## config.mk

```make
export PLATFORM = sky130hd
export DESIGN_NAME = apr_routing
export DESIGN_NICKNAME = d
export VERILOG_FILES = /design/src/apr_pkg.sv /design/src/apr_routing.sv
export SDC_FILE = /design/constraint.sdc
export NUM_CORES = 1
export LEC_CHECK = 0
export ABC_CLOCK_PERIOD_IN_PS = 2740
export BUFFER_PORTS_ARGS = -buffer_cell sky130_fd_sc_hd__buf_2
export CAP_MARGIN = 0
export CORE_AREA = 4 4 120 122
export CTS_CLUSTER_DIAMETER = 50
export DETAILED_ROUTE_END_ITERATION = 8
export DIE_AREA = 0 0 124 126
export PLACE_DENSITY_LB_ADDON = 0.05
export RECOVER_POWER = 50
export SKIP_LAST_GASP = 1
export SYNTH_ARGS = -nofsm -noshare
export SYNTH_HDL_FRONTEND = slang
export SYNTH_SLANG_ARGS = --single-unit
```

## constraint.sdc

```tcl
create_clock -name I_MCLK -period 2.74 [get_ports I_MCLK]
set_input_delay 0.822 -clock I_MCLK [delete_from_list [all_inputs] [get_ports I_MCLK]]
set_output_delay 0.822 -clock I_MCLK [all_outputs]
set_load 0.02 [all_outputs]
```

## src/apr_pkg.sv

```systemverilog
// Constants for the primary audio port pin and clock routing block.
// Assumes an 8-bit paged register port and a single 250 MHz clock.
package apr_pkg;

    // ****************************************************************
    // Register addresses and page
    // ****************************************************************
    localparam logic [6:0] APR_ADDR_PAGE       = 7'h00;
    localparam logic [6:0] APR_ADDR_BIT_CLOCK  = 7'h08;
    localparam logic [6:0] APR_ADDR_WORD_CLOCK = 7'h09;
    localparam logic [6:0] APR_ADDR_DATA_PIN   = 7'h0C;
    localparam logic [6:0] APR_ADDR_DIV_SRC    = 7'h0D;
    localparam logic [6:0] APR_ADDR_DIV_RATIO  = 7'h0E;
    localparam logic [7:0] APR_ROUTING_PAGE    = 8'h01;

    // ****************************************************************
    // Field positions
    // ****************************************************************
    localparam int APR_PIN_SEL_LSB   = 3;
    localparam int APR_PIN_SEL_MSB   = 6;
    localparam int APR_POLARITY_BIT  = 1;
    localparam int APR_FREE_RUN_BIT  = 0;
    localparam int APR_OUT_SRC_LSB   = 0;
    localparam int APR_OUT_SRC_MSB   = 1;
    localparam int APR_DIV_SRC_LSB   = 0;
    localparam int APR_DIV_SRC_MSB   = 2;
    localparam int APR_RATIO_LSB     = 0;
    localparam int APR_RATIO_MSB     = 6;
    localparam int APR_DIV_PWR_BIT   = 7;

    // ****************************************************************
    // Reset values
    // ****************************************************************
    localparam logic [7:0] APR_RST_PAGE       = 8'h01;
    localparam logic [3:0] APR_RST_BIT_PIN    = 4'h0;
    localparam logic [3:0] APR_RST_WORD_PIN   = 4'h1;
    localparam logic [3:0] APR_RST_DATA_PIN   = 4'h0;
    localparam logic [1:0] APR_RST_OUT_SRC    = 2'h0;
    localparam logic [2:0] APR_RST_DIV_SRC    = 3'h1;
    localparam logic [6:0] APR_RST_RATIO      = 7'h02;
    localparam logic       APR_RST_DIV_PWR    = 1'b0;
    localparam logic [7:0] APR_RST_WORD_REG   = 8'h08;

    // ****************************************************************
    // Codes
    // ****************************************************************
    localparam logic [3:0] APR_PIN_GPIO_LAST  = 4'h9;
    localparam logic [3:0] APR_PIN_GPI_FIRST  = 4'hC;
    localparam logic [3:0] APR_PIN_GPI_LAST   = 4'hE;
    localparam logic [7:0] APR_DIV_FULL       = 8'h80;

    typedef enum logic [1:0] {
        APR_OUT_NORMAL_SENSE,
        APR_OUT_LOOP_PRIMARY,
        APR_OUT_LOOP_SECONDARY,
        APR_OUT_NORMAL_CONFIG
    } apr_out_src_t;

    typedef enum logic [2:0] {
        APR_DIV_PLL,
        APR_DIV_DAC_MOD,
        APR_DIV_RSVD2,
        APR_DIV_ADC_MOD,
        APR_DIV_PRIMARY_PIN,
        APR_DIV_RSVD5,
        APR_DIV_SECONDARY_PIN,
        APR_DIV_RSVD7
    } apr_div_src_t;

endpackage : apr_pkg

```

## src/apr_routing.sv

```systemverilog
// Pin and clock routing for the primary audio port, with its paged registers.
// Assumes pin inputs are asynchronous and on-chip clocks are sampled levels
// of the I_MCLK domain.
//
// Notes on behaviour
// Bit clock comes from pin chosen by bits 6-3; GPIO codes 0-9, GPI 12-14.
// Bit clock selector resets to code 0, general I/O pin 0.
// Bit 1 of bit clock register inverts the bit clock when set; resets 0.
// Clocks drive only when port active and codec powered, unless free-run set.
// Word clock pin chosen by bits 6-3, same codes; resets to code 1.
// Bit 1 of word clock register inverts the word clock when set; resets 0.
// Serial input pin chosen by bits 6-3, same codes; resets to code 0.
// Output codes 0 and 3 send normal path; enable by sensing or config.
// Output code 1 loops primary serial input, code 2 the secondary input.
// Divider source in bits 2-0: PLL, DAC, ADC, port pins; resets to 1.
// Word clock register resets to 8h.
// Host selects page 1 through address zero before touching these registers.
// Divider divides by seven-bit ratio; ratio zero means 128.
// Reserved selector codes give an inactive low signal.
`timescale 1ns/100ps

module apr_routing
    import apr_pkg::*;
(
    input  wire logic       I_MCLK,
    input  wire logic       I_RESET_N,
    input  wire logic       I_REG_WR,
    input  wire logic       I_REG_RD,
    input  wire logic [6:0] I_REG_ADDR,
    input  wire logic [7:0] I_REG_WDATA,
    output logic      [7:0] O_REG_RDATA,
    input  wire logic [9:0] I_GPIO,
    input  wire logic [2:0] I_GPI,
    input  wire logic       I_SEC_SERIAL_IN,
    input  wire logic       I_SEC_BIT_CLOCK,
    input  wire logic       I_PLL_DIV_CLOCK,
    input  wire logic       I_DAC_MOD_CLOCK,
    input  wire logic       I_ADC_MOD_CLOCK,
    input  wire logic       I_PORT_ACTIVE,
    input  wire logic       I_CODEC_POWERED,
    input  wire logic       I_ISENSE_POWERED,
    input  wire logic       I_PORT_OUT_EN,
    input  wire logic       I_OUT_PATH_DATA,
    output logic            O_BIT_CLOCK,
    output logic            O_WORD_CLOCK,
    output logic            O_CLOCKS_DRIVE,
    output logic            O_SERIAL_IN,
    output logic            O_SERIAL_OUT,
    output logic            O_SERIAL_OUT_OE,
    output logic            O_DIV_CLOCK
);
    import apr_pkg::*;

    // ****************************************************************
    // Pin selection
    // ****************************************************************
    function automatic logic pick_pin(input logic [3:0] code, input logic [9:0] gpio,
                                      input logic [2:0] gpi);
        logic [3:0] idx;
        idx = code - APR_PIN_GPI_FIRST;
        if (code <= APR_PIN_GPIO_LAST) begin
            pick_pin = gpio[code];
        end else if (code >= APR_PIN_GPI_FIRST && code <= APR_PIN_GPI_LAST) begin
            pick_pin = gpi[idx[1:0]];
        end else begin
            pick_pin = 1'b0;
        end
    endfunction : pick_pin

    // ****************************************************************
    // Pin synchronisers
    // ****************************************************************
    logic [14:0] pin_meta_q;
    logic [14:0] pin_sync_q;
    logic [9:0]  gpio_s;
    logic [2:0]  gpi_s;
    logic        sec_in_s;
    logic        sec_bclk_s;

    always_ff @(posedge I_MCLK) begin
        if (!I_RESET_N) begin
            pin_meta_q <= 15'h0000;
            pin_sync_q <= 15'h0000;
        end else begin
            pin_meta_q <= {I_SEC_BIT_CLOCK, I_SEC_SERIAL_IN, I_GPI, I_GPIO};
            pin_sync_q <= pin_meta_q;
        end
    end

    assign gpio_s     = pin_sync_q[9:0];
    assign gpi_s      = pin_sync_q[12:10];
    assign sec_in_s   = pin_sync_q[13];
    assign sec_bclk_s = pin_sync_q[14];

    // ****************************************************************
    // Registers
    // ****************************************************************
    logic [7:0] page_q;
    logic [3:0] bit_pin_q;
    logic       bit_pol_q;
    logic       free_run_q;
    logic [3:0] word_pin_q;
    logic       word_pol_q;
    logic [3:0] data_pin_q;
    logic [1:0] out_src_q;
    logic [2:0] div_src_q;
    logic [6:0] ratio_q;
    logic       div_pwr_q;
    logic       on_page;
    logic       wr_page;

    assign on_page = (page_q == APR_ROUTING_PAGE);
    assign wr_page = I_REG_WR && on_page;

    always_ff @(posedge I_MCLK) begin
        if (!I_RESET_N) begin
            page_q <= APR_RST_PAGE;
        end else if (I_REG_WR && I_REG_ADDR == APR_ADDR_PAGE) begin
            page_q <= I_REG_WDATA;
        end
    end

    always_ff @(posedge I_MCLK) begin
        if (!I_RESET_N) begin
            bit_pin_q  <= APR_RST_BIT_PIN;
            bit_pol_q  <= 1'b0;
            free_run_q <= 1'b0;
        end else if (wr_page && I_REG_ADDR == APR_ADDR_BIT_CLOCK) begin
            bit_pin_q  <= I_REG_WDATA[APR_PIN_SEL_MSB:APR_PIN_SEL_LSB];
            bit_pol_q  <= I_REG_WDATA[APR_POLARITY_BIT];
            free_run_q <= I_REG_WDATA[APR_FREE_RUN_BIT];
        end
    end

    always_ff @(posedge I_MCLK) begin
        if (!I_RESET_N) begin
            word_pin_q <= APR_RST_WORD_PIN;
            word_pol_q <= 1'b0;
        end else if (wr_page && I_REG_ADDR == APR_ADDR_WORD_CLOCK) begin
            word_pin_q <= I_REG_WDATA[APR_PIN_SEL_MSB:APR_PIN_SEL_LSB];
            word_pol_q <= I_REG_WDATA[APR_POLARITY_BIT];
        end
    end

    always_ff @(posedge I_MCLK) begin
        if (!I_RESET_N) begin
            data_pin_q <= APR_RST_DATA_PIN;
            out_src_q  <= APR_RST_OUT_SRC;
        end else if (wr_page && I_REG_ADDR == APR_ADDR_DATA_PIN) begin
            data_pin_q <= I_REG_WDATA[APR_PIN_SEL_MSB:APR_PIN_SEL_LSB];
            out_src_q  <= I_REG_WDATA[APR_OUT_SRC_MSB:APR_OUT_SRC_LSB];
        end
    end

    always_ff @(posedge I_MCLK) begin
        if (!I_RESET_N) begin
            div_src_q <= APR_RST_DIV_SRC;
            ratio_q   <= APR_RST_RATIO;
            div_pwr_q <= APR_RST_DIV_PWR;
        end else if (wr_page && I_REG_ADDR == APR_ADDR_DIV_SRC) begin
            div_src_q <= I_REG_WDATA[APR_DIV_SRC_MSB:APR_DIV_SRC_LSB];
        end else if (wr_page && I_REG_ADDR == APR_ADDR_DIV_RATIO) begin
            ratio_q   <= I_REG_WDATA[APR_RATIO_MSB:APR_RATIO_LSB];
            div_pwr_q <= I_REG_WDATA[APR_DIV_PWR_BIT];
        end
    end

    // Reserved bits and unmapped addresses read as zero
    always_ff @(posedge I_MCLK) begin
        if (!I_RESET_N) begin
            O_REG_RDATA <= 8'h00;
        end else if (I_REG_RD) begin
            if (I_REG_ADDR == APR_ADDR_PAGE) begin
                O_REG_RDATA <= page_q;
            end else if (!on_page) begin
                O_REG_RDATA <= 8'h00;
            end else begin
                case (I_REG_ADDR)
                    APR_ADDR_BIT_CLOCK:  O_REG_RDATA <= {1'b0, bit_pin_q, 1'b0,
                                                         bit_pol_q, free_run_q};
                    APR_ADDR_WORD_CLOCK: O_REG_RDATA <= {1'b0, word_pin_q, 1'b0,
                                                         word_pol_q, 1'b0};
                    APR_ADDR_DATA_PIN:   O_REG_RDATA <= {1'b0, data_pin_q, 1'b0, out_src_q};
                    APR_ADDR_DIV_SRC:    O_REG_RDATA <= {5'h00, div_src_q};
                    APR_ADDR_DIV_RATIO:  O_REG_RDATA <= {div_pwr_q, ratio_q};
                    default:             O_REG_RDATA <= 8'h00;
                endcase
            end
        end
    end

    // ****************************************************************
    // Clock and data routing
    // ****************************************************************
    logic bit_raw;
    logic word_raw;
    logic data_raw;
    logic drive_en;

    assign bit_raw  = pick_pin(bit_pin_q, gpio_s, gpi_s);
    assign word_raw = pick_pin(word_pin_q, gpio_s, gpi_s);
    assign data_raw = pick_pin(data_pin_q, gpio_s, gpi_s);
    assign drive_en = free_run_q || (I_PORT_ACTIVE && I_CODEC_POWERED);

    always_ff @(posedge I_MCLK) begin
        if (!I_RESET_N) begin
            O_BIT_CLOCK    <= 1'b0;
            O_WORD_CLOCK   <= 1'b0;
            O_CLOCKS_DRIVE <= 1'b0;
            O_SERIAL_IN    <= 1'b0;
        end else begin
            O_BIT_CLOCK    <= bit_raw ^ bit_pol_q;
            O_WORD_CLOCK   <= word_raw ^ word_pol_q;
            O_CLOCKS_DRIVE <= drive_en;
            O_SERIAL_IN    <= data_raw;
        end
    end

    always_ff @(posedge I_MCLK) begin
        if (!I_RESET_N) begin
            O_SERIAL_OUT    <= 1'b0;
            O_SERIAL_OUT_OE <= 1'b0;
        end else begin
            case (apr_out_src_t'(out_src_q))
                APR_OUT_NORMAL_SENSE: begin
                    O_SERIAL_OUT    <= I_OUT_PATH_DATA;
                    O_SERIAL_OUT_OE <= I_PORT_OUT_EN && I_ISENSE_POWERED;
                end
                APR_OUT_LOOP_PRIMARY: begin
                    O_SERIAL_OUT    <= data_raw;
                    O_SERIAL_OUT_OE <= I_PORT_OUT_EN;
                end
                APR_OUT_LOOP_SECONDARY: begin
                    O_SERIAL_OUT    <= sec_in_s;
                    O_SERIAL_OUT_OE <= I_PORT_OUT_EN;
                end
                default: begin
                    O_SERIAL_OUT    <= I_OUT_PATH_DATA;
                    O_SERIAL_OUT_OE <= I_PORT_OUT_EN;
                end
            endcase
        end
    end

    // ****************************************************************
    // Bit clock divider
    // ****************************************************************
    logic       div_src;
    logic       div_src_prev_q;
    logic [7:0] div_count_q;
    logic [7:0] div_n;

    always_comb begin
        case (apr_div_src_t'(div_src_q))
            APR_DIV_PLL:           div_src = I_PLL_DIV_CLOCK;
            APR_DIV_DAC_MOD:       div_src = I_DAC_MOD_CLOCK;
            APR_DIV_ADC_MOD:       div_src = I_ADC_MOD_CLOCK;
            APR_DIV_PRIMARY_PIN:   div_src = bit_raw;
            APR_DIV_SECONDARY_PIN: div_src = sec_bclk_s;
            default:               div_src = 1'b0;
        endcase
    end

    assign div_n = (ratio_q == 7'h00) ? APR_DIV_FULL : {1'b0, ratio_q};

    always_ff @(posedge I_MCLK) begin
        if (!I_RESET_N) begin
            div_src_prev_q <= 1'b0;
            div_count_q    <= 8'h00;
            O_DIV_CLOCK    <= 1'b0;
        end else if (!div_pwr_q) begin
            div_src_prev_q <= div_src;
            div_count_q    <= 8'h00;
            O_DIV_CLOCK    <= 1'b0;
        end else begin
            div_src_prev_q <= div_src;
            if (div_src && !div_src_prev_q) begin
                div_count_q <= (div_count_q >= div_n - 8'h01) ? 8'h00 : div_count_q + 8'h01;
            end
            if (div_n == 8'h01) begin
                O_DIV_CLOCK <= div_src;
            end else begin
                O_DIV_CLOCK <= (div_count_q < {1'b0, div_n[7:1]});
            end
        end
    end

endmodule : apr_routing

```

==> results.yml, run 1 <==
placed_design:
  port_buffers: 56
  place_congestion: 0.834
  place_area_mm2: 0.00514
  dp_hpwl_um: 8640
floorplanning:
  ioPinCount: 57
  core_area_mm2: 0.0132
  die_h_um: 126
  rows: 42
  dieArea_mm2: 0.0156
  start_util_pct: 35.0
  die_x_um: 124
logic_synthesis:
  synth.avg_cell_area_um2: 9.67
  synthDominantCellAreaShare_pct: 39.0
  synth_area_mm2: 0.00462
  ys_async_sr_fraction_pct: 0
  synth_area_leaders: "dfxtp_1 (39%), mux2i_1 (7.8%), ha_1 (5.4%), and2_1 (4.7%), mux4_2 (3.9%)"
  synthCells: 478
  synth_largest_area_cell: "dfxtp_1"
  synth_ff_type: "dfxtp_1"
  synth-seq-cells: 90
  yosysWarnings: 0
  synth-edff-count: 0
  synth_seq_area_share_pct: 39.0
  synth.distinct_cells: 61
  syn_nets: 540
timing:
  slew_headroom_pct: 32.6
  finalHoldViolCount: 0
  finClkSkew_ns: 0.00639
  period_share_pct: 94.9
  fmax_mhz: 385
  period_needed_ns: 2.60
  setup_viol: 0
  tightest_slew_ns: 1.01
  drv_slew: 0
routing:
  post_drt_wl_per_cell_um: 16.4
  vias: 3602
  drtIter0Drc: 154
  antenna_left: 0
  drt_pass1_iterations: 4
  via_per_inst: 5.00
  postRouteWirelength_um: 11800
  drc: 0
pwr:
  leakage_nw: 2.11
  p_sw_mw: 0.661
  pwr-share-clk_pct: 43.4
  pwr-share-seq_pct: 50.1
  switching_share_pct: 24.4
  power_density_mw_per_mm2: 497
  internal_power_mw: 2.04
  p_comb_share_pct: 6.6
  ir_drop_mv: 0.254
worst_hold_path:
  holdCritPathClass: "register to register"
  hold_depth: 1
  hold_end: "pin_sync_q[5]"
  min-delay-start: "pin_meta_q[5]"
layout:
  fin_area_mm2: 0.00543
  antenna_cells: 0
  nets: 602
  postLayoutCoreUtil_pct: 41.2
  area_growth_pct: 17.6
  drive_gt1_share_pct: 21.7
global_routing:
  grtUsageTotal_pct: 15.6
  grt_overflow: 0
  grt_first_pass_wirelength_um: 18600
  antenna_found_initial: 0
  grt_max_degree: 61
  grt_pass1_vias: 3445
setup_path:
  r2r_start: "ratio_q[0]"
  ff2ff_path_depth: 11
  r2r_slack_ns: 0.14
  required_ns: 2.99
  setup.worst_path.start: "ratio_q[0]"
  critical_path.startpoint_type: "register"
  cp_max_fo: 4
  path_class: "register to register"
  reg2reg_to: "div_count_q[2]"
  cp-end-kind: "register"
  critPathArrivalTime_ns: 2.85
run_status:
  outcome: "finished, final reports clean"
clocking:
  cts_tree: "yes"
  numClockSinks: 90
  htreeDepth: 3
  clk_pin_slew_ns: 0.07
  clock-root-buffer: "clkbuf_16"
  cts_buffers: 9
  cts_max_path_buffers: 2
  clock_latency_ns: 0.34
run:
  drv_cap: 0
==> registers in the layout, indices dropped and copies added (netlist names), 7 cells and up <==
name / cells
page_q: 8
O_REG_RDATA: 8
ratio_q: 7
pin_meta_q: 15
div_count_q: 8
pin_sync_q: 15
==> kinds of logic (layout without fill, tap and decap cells) <==
logic type / Yosys count / count (layout) / synth area share, %
fa+ha+maj: 20 / 20 / 5.41
compound gates: 70 / 70 / 11.5
xor+xnor: 6 / 6 / 1.14
flops: 90 / 90 / 39.0
simple gates: 191 / 191 / 24.2
mux: 54 / 54 / 14.1
buf+inv: 47 / 114 / 4.68
==> metrics by stage <==
stage          hold slack [ns]  TNS [ns]  worst slack [ns]  instances  power (mW)
2_1_floorplan            0.412         0            0.0410        478        1.49
3_3_place_gp             0.419         0            0.0920        703        1.56
3_5_place_dp             0.421         0            0.0665        703        1.56
4_1_cts                  0.437         0           0.00171        719        2.75
5_1_grt                  0.444   -0.0900           -0.0464        721        2.82
6_report                 0.432         0             0.140        721        2.70
==> cells in the mapped netlist, drive strengths merged (7+ instances only) <==
cell	n
o211a	8
ha	20
and2	35
nor2	17
o211ai	8
a21boi	7
or3	9
o21ai	8
mux2i	36
nand2	41
a21oi	10
nor2b	28
mux2	10
inv	18
clkbuf	21
nand3	25
mux4	8
dfxtp	90
nand4	9
==> layout make-up <==
cell class / instances / area, um2
clock inverters: 6 / 50.0
repair buffers: 80 / 435
flip-flops and latches: 90 / 1800
clock buffers: 10 / 229
inverters: 18 / 67.6
multi-input cells: 341 / 2630
well taps: 176 / 220
fillers: 1350 / 7760
==> power by group through the flow <==
stage          combinational (mW)  clock [mW]  sequential, mW
3_5_place_dp                0.181           0            1.38
6_report                    0.177        1.17            1.35
2_1_floorplan               0.101           0            1.39
3_3_place_gp                0.180           0            1.38
5_1_grt                     0.195        1.27            1.36
4_1_cts                     0.182        1.21            1.35
==> repair_timing <==
action	CTS	global route
buffers inserted	0	1
gates resized for setup	0	8
hold buffers	0	0
endpoints found under the setup margin	0	8
==> placed cells by master, fill, tap and decap left out, types with 9 or more instances in the layout <==
cell type,instances
mux2i_1,36
clkbuf_1,17
nor2b_1,27
buf_2,41
dfxtp_1,90
a21oi_1,10
clkbuf_16,9
mux2_2,10
inv_1,18
buf_4,22
nand4_1,9
nand3_1,24
and2_1,27
nand2_1,41
ha_1,20
nor2_1,14
==> critical path, stage by stage, from the launching register on <==
cell	delay (ns)
dfxtp_1	0.41
inv_1	0.07
ha_1	0.21
a21oi_1	0.20
nor4_2	0.06
xnor2_1	0.12
ha_1	0.33
a2111oi_2	0.31
nand2_1	0.12
o22ai_2	0.22
o211ai_1	0.15
o311ai_1	0.31
==> how the worst max path moves through the flow <==
stage / slack, ns / to
2_1_floorplan: 0.04 / div_count_q[3]
3_3_place_gp: 0.09 / div_count_q[1]
3_5_place_dp: 0.07 / div_count_q[2]
4_1_cts: 0.002 / div_count_q[2]
5_1_grt: -0.05 / div_count_q[1]
6_report: 0.14 / div_count_q[2]
==> layer usage <==
layer | vias to the layer above | wire, um | track usage [%]
met1 | 1709 | 5830 | 22.4
li1 | 1821 | - | -
met2 | 60 | 5470 | 23.3
met4 | 0 | 184 | 5.80
met5 | - | 0 | 0
met3 | 12 | 306 | 2.65
No activity file was read; power rests on OpenSTA's default activity.
==> inputs of run 2 (changes only) <==
GPL_TIMING_DRIVEN = 0   (was not set)
==> run 2 against run 1 <==
Against the previous run: total power increased by 6.9%; combinational power increased by 5%; via count increased by 0.75%.
==> results.yml, run 2 (synthesized netlist as in run 1, its figures left out) <==
run_status:
  outcome: "finished, final reports clean"
layout:
  reg_top3: "pin_meta_q x15, pin_sync_q x15"
  stdcell_count: 731
  fill_cells: 1331
  nets: 612
  area_growth_pct: 19.8
  antenna_cells: 0
  mostFrequentLayoutCells: "dfxtp_1 (84), nand2_1 (41), clkbuf_1 (38)"
  drive_gt1_share_pct: 20.9
  mostFrequentLayoutCell: "dfxtp_1"
  fin_area_mm2: 0.00554
timing:
  finalHoldViolCount: 0
  period_share_pct: 97.1
  fmax_mhz: 376
  finClkSkew_ns: 0.00858
  period_needed_ns: 2.66
  setup_viol: 0
  tightest_slew_ns: 0.729
  slew_headroom_pct: 51.1
  fin_hold_ws_ns: 0.433
  rsz0062_at_grt: "yes"
  tns_ns: 0
  drv_slew: 0
placed_design:
  place_congestion: 0.840
  dp_hpwl_um: 9110
  dp_cells: 706
  port_buffers: 52
  place_area_mm2: 0.00510
routing:
  drt_pass1_iterations: 4
  drtIter0Drc: 187
  post_drt_wl_per_cell_um: 16.8
  vias: 3629
  antenna_left: 0
  via_per_inst: 4.96
  postRouteWirelength_um: 12300
  drc: 0
run:
  drv_cap: 0
worst_hold_path:
  min-delay-start: "pin_meta_q[5]"
  hold_end: "pin_sync_q[5]"
  holdCritPathClass: "register to register"
  hold_depth: 1
floorplanning:
  start_util_pct: 35.0
  ioPinCount: 57
  die_h_um: 126
  core_area_mm2: 0.0132
  die_x_um: 124
  dieArea_mm2: 0.0156
  rows: 42
pwr:
  leakage_nw: 2.11
  power_density_mw_per_mm2: 522
  ir_drop_mv: 0.297
  total_power_mw: 2.89
setup_path:
  max_stage_delay_ns: 0.36
  crit_buf_inv: 1
  required_ns: 2.99
  reg2reg_to: "div_count_q[2]"
  cp-end-kind: "register"
  r2r_start: "ratio_q[4]"
  path_class: "register to register"
  crit_path_cell_trace: "inv_4 > nand4_1 > nor2_2 > a21oi_2 > nor4_2 > xnor2_1 > ha_1 > a2111oi_2 > nand2_1 > o22ai_4 > o211ai_1 > o311ai_1"
  slowest_stage: "dfxtp_4"
  critical_path.startpoint_type: "register"
  critPathArrivalTime_ns: 2.91
  r2r_slack_ns: 0.08
  crit_family: "compound AO/OA/AOI/OAI gates"
  setup.worst_path.start: "ratio_q[4]"
  cp_max_fo: 5
  ff2ff_path_depth: 12
global_routing:
  grtUsageTotal_pct: 16.2
  antenna_found_initial: 0
  grt_max_degree: 17
  grt_first_pass_wirelength_um: 19400
  grt_overflow: 0
  grt_pass1_vias: 3528
clocking:
  cts_tree: "yes"
  numClockSinks: 90
  clk_pin_slew_ns: 0.07
  cts_buffers: 9
  clock-root-buffer: "clkbuf_16"
  clock_latency_ns: 0.34
  htreeDepth: 3
  cts_max_path_buffers: 2
==> run 2: cell types whose count changed in the layout (fill, tap and decap cells not counted), moves of 4 or more <==
| cell | change |
|---|---|
| inv_1 | -4 |
| and2_1 | -4 |
| clkbuf_1 | +21 |
| buf_2 | -4 |
| and2_0 | +4 |
| dfxtp_1 | -6 |
| dfxtp_4 | +4 |
| buf_4 | -12 |
==> run 2: report_power, final <==
group          total, mW  internal [mW]  switching [mW]
clock network       1.35          0.813           0.541
logic              0.185         0.0780           0.107
registers           1.35           1.34          0.0147
==> run 2: worst reg2reg max path: stages (launching register included) <==
cell,delay (ns)
dfxtp_4,0.36
inv_4,0.06
nand4_1,0.15
nor2_2,0.19
a21oi_2,0.09
nor4_2,0.16
xnor2_1,0.16
ha_1,0.30
a2111oi_2,0.31
nand2_1,0.15
o22ai_4,0.25
o211ai_1,0.15
o311ai_1,0.24
==> run 2: metrics by stage <==
stage               utilization, %  setup WS [ns]
finish                        42.0         0.0782
global route                  42.0        -0.0646
CTS                           41.4         0.0272
detailed placement            38.7         -0.455
global placement              38.7         -0.484
floorplan                        -         0.0410
==> run 2: cell type report <==
cell class                 count  area [um2]  share of cell area [%]
clock buffer                  10         229                    4.13
timing repair buffer          61         308                    5.56
buffer                        29         151                    2.73
clock inverter                 6        95.1                    1.72
inverter                      18        70.1                    1.27
tap                          176         220                    3.98
multi-input combinational    341        2650                    47.8
sequential                    90        1820                    32.9
==> run 2: worst max-delay path by stage <==
| stage | cells past startpoint | end | slack, ns |
|---|---|---|---|
| 3_5_place_dp | 12 | div_count_q[7] | -0.45 |
| 2_1_floorplan | 13 | div_count_q[3] | 0.04 |
| 4_1_cts | 12 | div_count_q[2] | 0.03 |
| 5_1_grt | 12 | div_count_q[2] | -0.06 |
| 6_report | 12 | div_count_q[2] | 0.08 |
| 3_3_place_gp | 12 | div_count_q[3] | -0.48 |
==> run 2: timing repair <==
action,in CTS,in global routing
endpoints found under the setup margin,8,6
hold buffers,0,0
cloned,0,1
buffers inserted,0,8
pin swaps,1,8
gates resized for setup,13,18
==> run 2: routing by layer <==
metal	global-route usage (%)	vias up	wire [um]
met4	5.99	0	252
met5	0	-	0
met3	3.14	16	401
li1	-	1845	-
met1	22.2	1702	5810
met2	25.2	66	5800
==> inputs of run 3 (changes only) <==
CORE_AREA = 4 4 100 102   (was 4 4 120 122)
DIE_AREA = 0 0 104 106   (was 0 0 124 126)
==> run 3 against run 2 <==
Against the previous run: worst setup slack got worse by 0.015 ns; sequential share of layout area increased by 0.72 points; wire length decreased by 9.8%; clock skew increased by 0.0056 ns; worst hold slack got worse by 0.00070 ns; die area decreased by 29%; critical path type unchanged; sequential power about the same; critical path depth increased by 1.
==> results.yml, run 3 (synthesized netlist as in run 1, its figures left out) <==
layout:
  mostFrequentLayoutCell: "dfxtp_1"
  area_growth_pct: 16.9
  nets: 614
  drive_gt1_share_pct: 21.7
  fill_cells: 820
  reg_top3: "pin_meta_q x15, pin_sync_q x15"
  stdcell_count: 668
  antenna_cells: 0
  mostFrequentLayoutCells: "dfxtp_1 (86), nand2_1 (41), clkbuf_1 (37), buf_2 (37), mux2i_1 (36)"
  fin_area_mm2: 0.00540
floorplanning:
  die_h_um: 106
  core_area_mm2: 0.00911
  die_x_um: 104
  start_util_pct: 50.7
  ioPinCount: 57
  dieArea_mm2: 0.0110
  rows: 35
global_routing:
  grt_first_pass_wirelength_um: 17900
  grtUsageTotal_pct: 20.2
  grt_overflow: 0
  antenna_found_initial: 0
  grt_pass1_vias: 3584
  grt_max_degree: 19
routing:
  drc: 0
  via_per_inst: 5.55
  post_drt_wl_per_cell_um: 16.6
  antenna_left: 0
  drt_pass1_iterations: 4
  drtIter0Drc: 142
  vias: 3710
  postRouteWirelength_um: 11100
clocking:
  clk_pin_slew_ns: 0.10
  cts_tree: "yes"
  htreeDepth: 3
  clock-root-buffer: "clkbuf_8"
  cts_max_path_buffers: 2
  clock_latency_ns: 0.36
  ctsHoldBuffers: 0
  cts_buffers: 9
  numClockSinks: 90
placed_design:
  place_area_mm2: 0.00502
  dp_hpwl_um: 8300
  port_buffers: 52
  dp_cells: 641
  place_congestion: 0.825
timing:
  tightest_slew_ns: 0.687
  setup_viol: 0
  finalHoldViolCount: 0
  period_share_pct: 97.7
  period_needed_ns: 2.68
  tns_ns: 0
  fmax_mhz: 374
  drv_slew: 0
  finClkSkew_ns: 0.0142
  fin_hold_ws_ns: 0.432
  slew_headroom_pct: 53.9
  rsz0062_at_grt: "yes"
setup_path:
  crit_family: "simple AND/OR/NAND/NOR gates"
  r2r_slack_ns: 0.06
  cp_max_fo: 5
  max_stage_delay_ns: 0.37
  path_class: "register to register"
  r2r_start: "ratio_q[5]"
  crit_buf_inv: 2
  required_ns: 3.04
  critical_path.startpoint_type: "register"
  crit_path_cell_trace: "inv_2 > nand4_1 > nor2_2 > a21oi_2 > nor4_2 > xnor2_1 > ha_1 > a2111oi_2 > nand2_1 > o22ai_4 > buf_6 > o2111ai_4 > nand3_1"
  slowest_stage: "dfxtp_4"
  critPathArrivalTime_ns: 2.98
  reg2reg_to: "div_count_q[7]"
  ff2ff_path_depth: 13
  cp-end-kind: "register"
worst_hold_path:
  hold_end: "pin_sync_q[2]"
  hold_depth: 1
  holdCritPathClass: "register to register"
  min-delay-start: "pin_meta_q[2]"
pwr:
  leakage_nw: 2.07
  ir_drop_mv: 0.344
  power_density_mw_per_mm2: 465
run_status:
  outcome: "finished, final reports clean"
run:
  drv_cap: 0
[run 3: changes by cell type in the layout (fill, tap and decap cells not counted), sizes merged]
cell and change:
buf +2, bufinv -1, clkinv +1, clkinvlp +1, clkbuf -1
[run 3: worst reg2reg max path, cell delays in order, from the launching register on]
cell	delay, ns
dfxtp_4	0.37
inv_2	0.06
nand4_1	0.15
nor2_2	0.16
a21oi_2	0.09
nor4_2	0.26
xnor2_1	0.14
ha_1	0.34
a2111oi_2	0.30
nand2_1	0.13
o22ai_4	0.23
buf_6	0.18
o2111ai_4	0.12
nand3_1	0.11
[run 3: layout make-up]
type,instances,area [um2],share of cell area (%)
clock inverter,7,93.8,1.74
tap,111,139,2.57
inverter,18,67.6,1.25
clock buffer,9,124,2.29
multi-input combinational,341,2690,49.8
timing repair buffer,63,323,5.97
buffer,29,151,2.80
sequential,90,1810,33.6
[run 3: worst max-delay path by stage]
stage	from	endpoint	cells after the start
6_report	ratio_q[5]	div_count_q[7]	13
3_3_place_gp	ratio_q[2]	div_count_q[3]	13
5_1_grt	ratio_q[2]	div_count_q[2]	12
2_1_floorplan	ratio_q[2]	div_count_q[3]	13
3_5_place_dp	ratio_q[2]	div_count_q[7]	13
4_1_cts	ratio_q[5]	div_count_q[2]	12
[run 3: per-layer routing]
metal | up-vias | global-route usage (%) | routed length [um]
met1 | 1755 | 26.1 | 5040
met2 | 92 | 34.4 | 5380
met4 | 0 | 7.60 | 252
met5 | - | 0 | 0
li1 | 1841 | - | -
met3 | 22 | 2.91 | 388
[run 3: repair_timing]
action,CTS,global route
setup buffers,7,3
pin swaps,9,8
gates cloned,0,1
setup endpoints to repair,8,7
gates resized for setup,22,11
[run 3: report_power, final]
| part | internal, mW | switching, mW | leakage (nW) | total [mW] |
|---|---|---|---|---|
| logic | 0.0788 | 0.106 | 1.23 | 0.185 |
| clock network | 0.449 | 0.529 | 0.107 | 0.977 |
| registers | 1.34 | 0.0140 | 0.737 | 1.35 |
| total | 1.86 | 0.649 | 2.07 | 2.51 |
[run 3: through the flow]
stage | setup WS, ns | util [%] | total power [mW]
after global placement | -0.367 | 55.1 | 1.56
after CTS | 0.0139 | 58.6 | 2.54
final | 0.0630 | 59.3 | 2.51
after detailed placement | -0.416 | 55.1 | 1.57
after floorplan | 0.0410 | - | 1.49
after global routing | -0.109 | 59.3 | 2.61
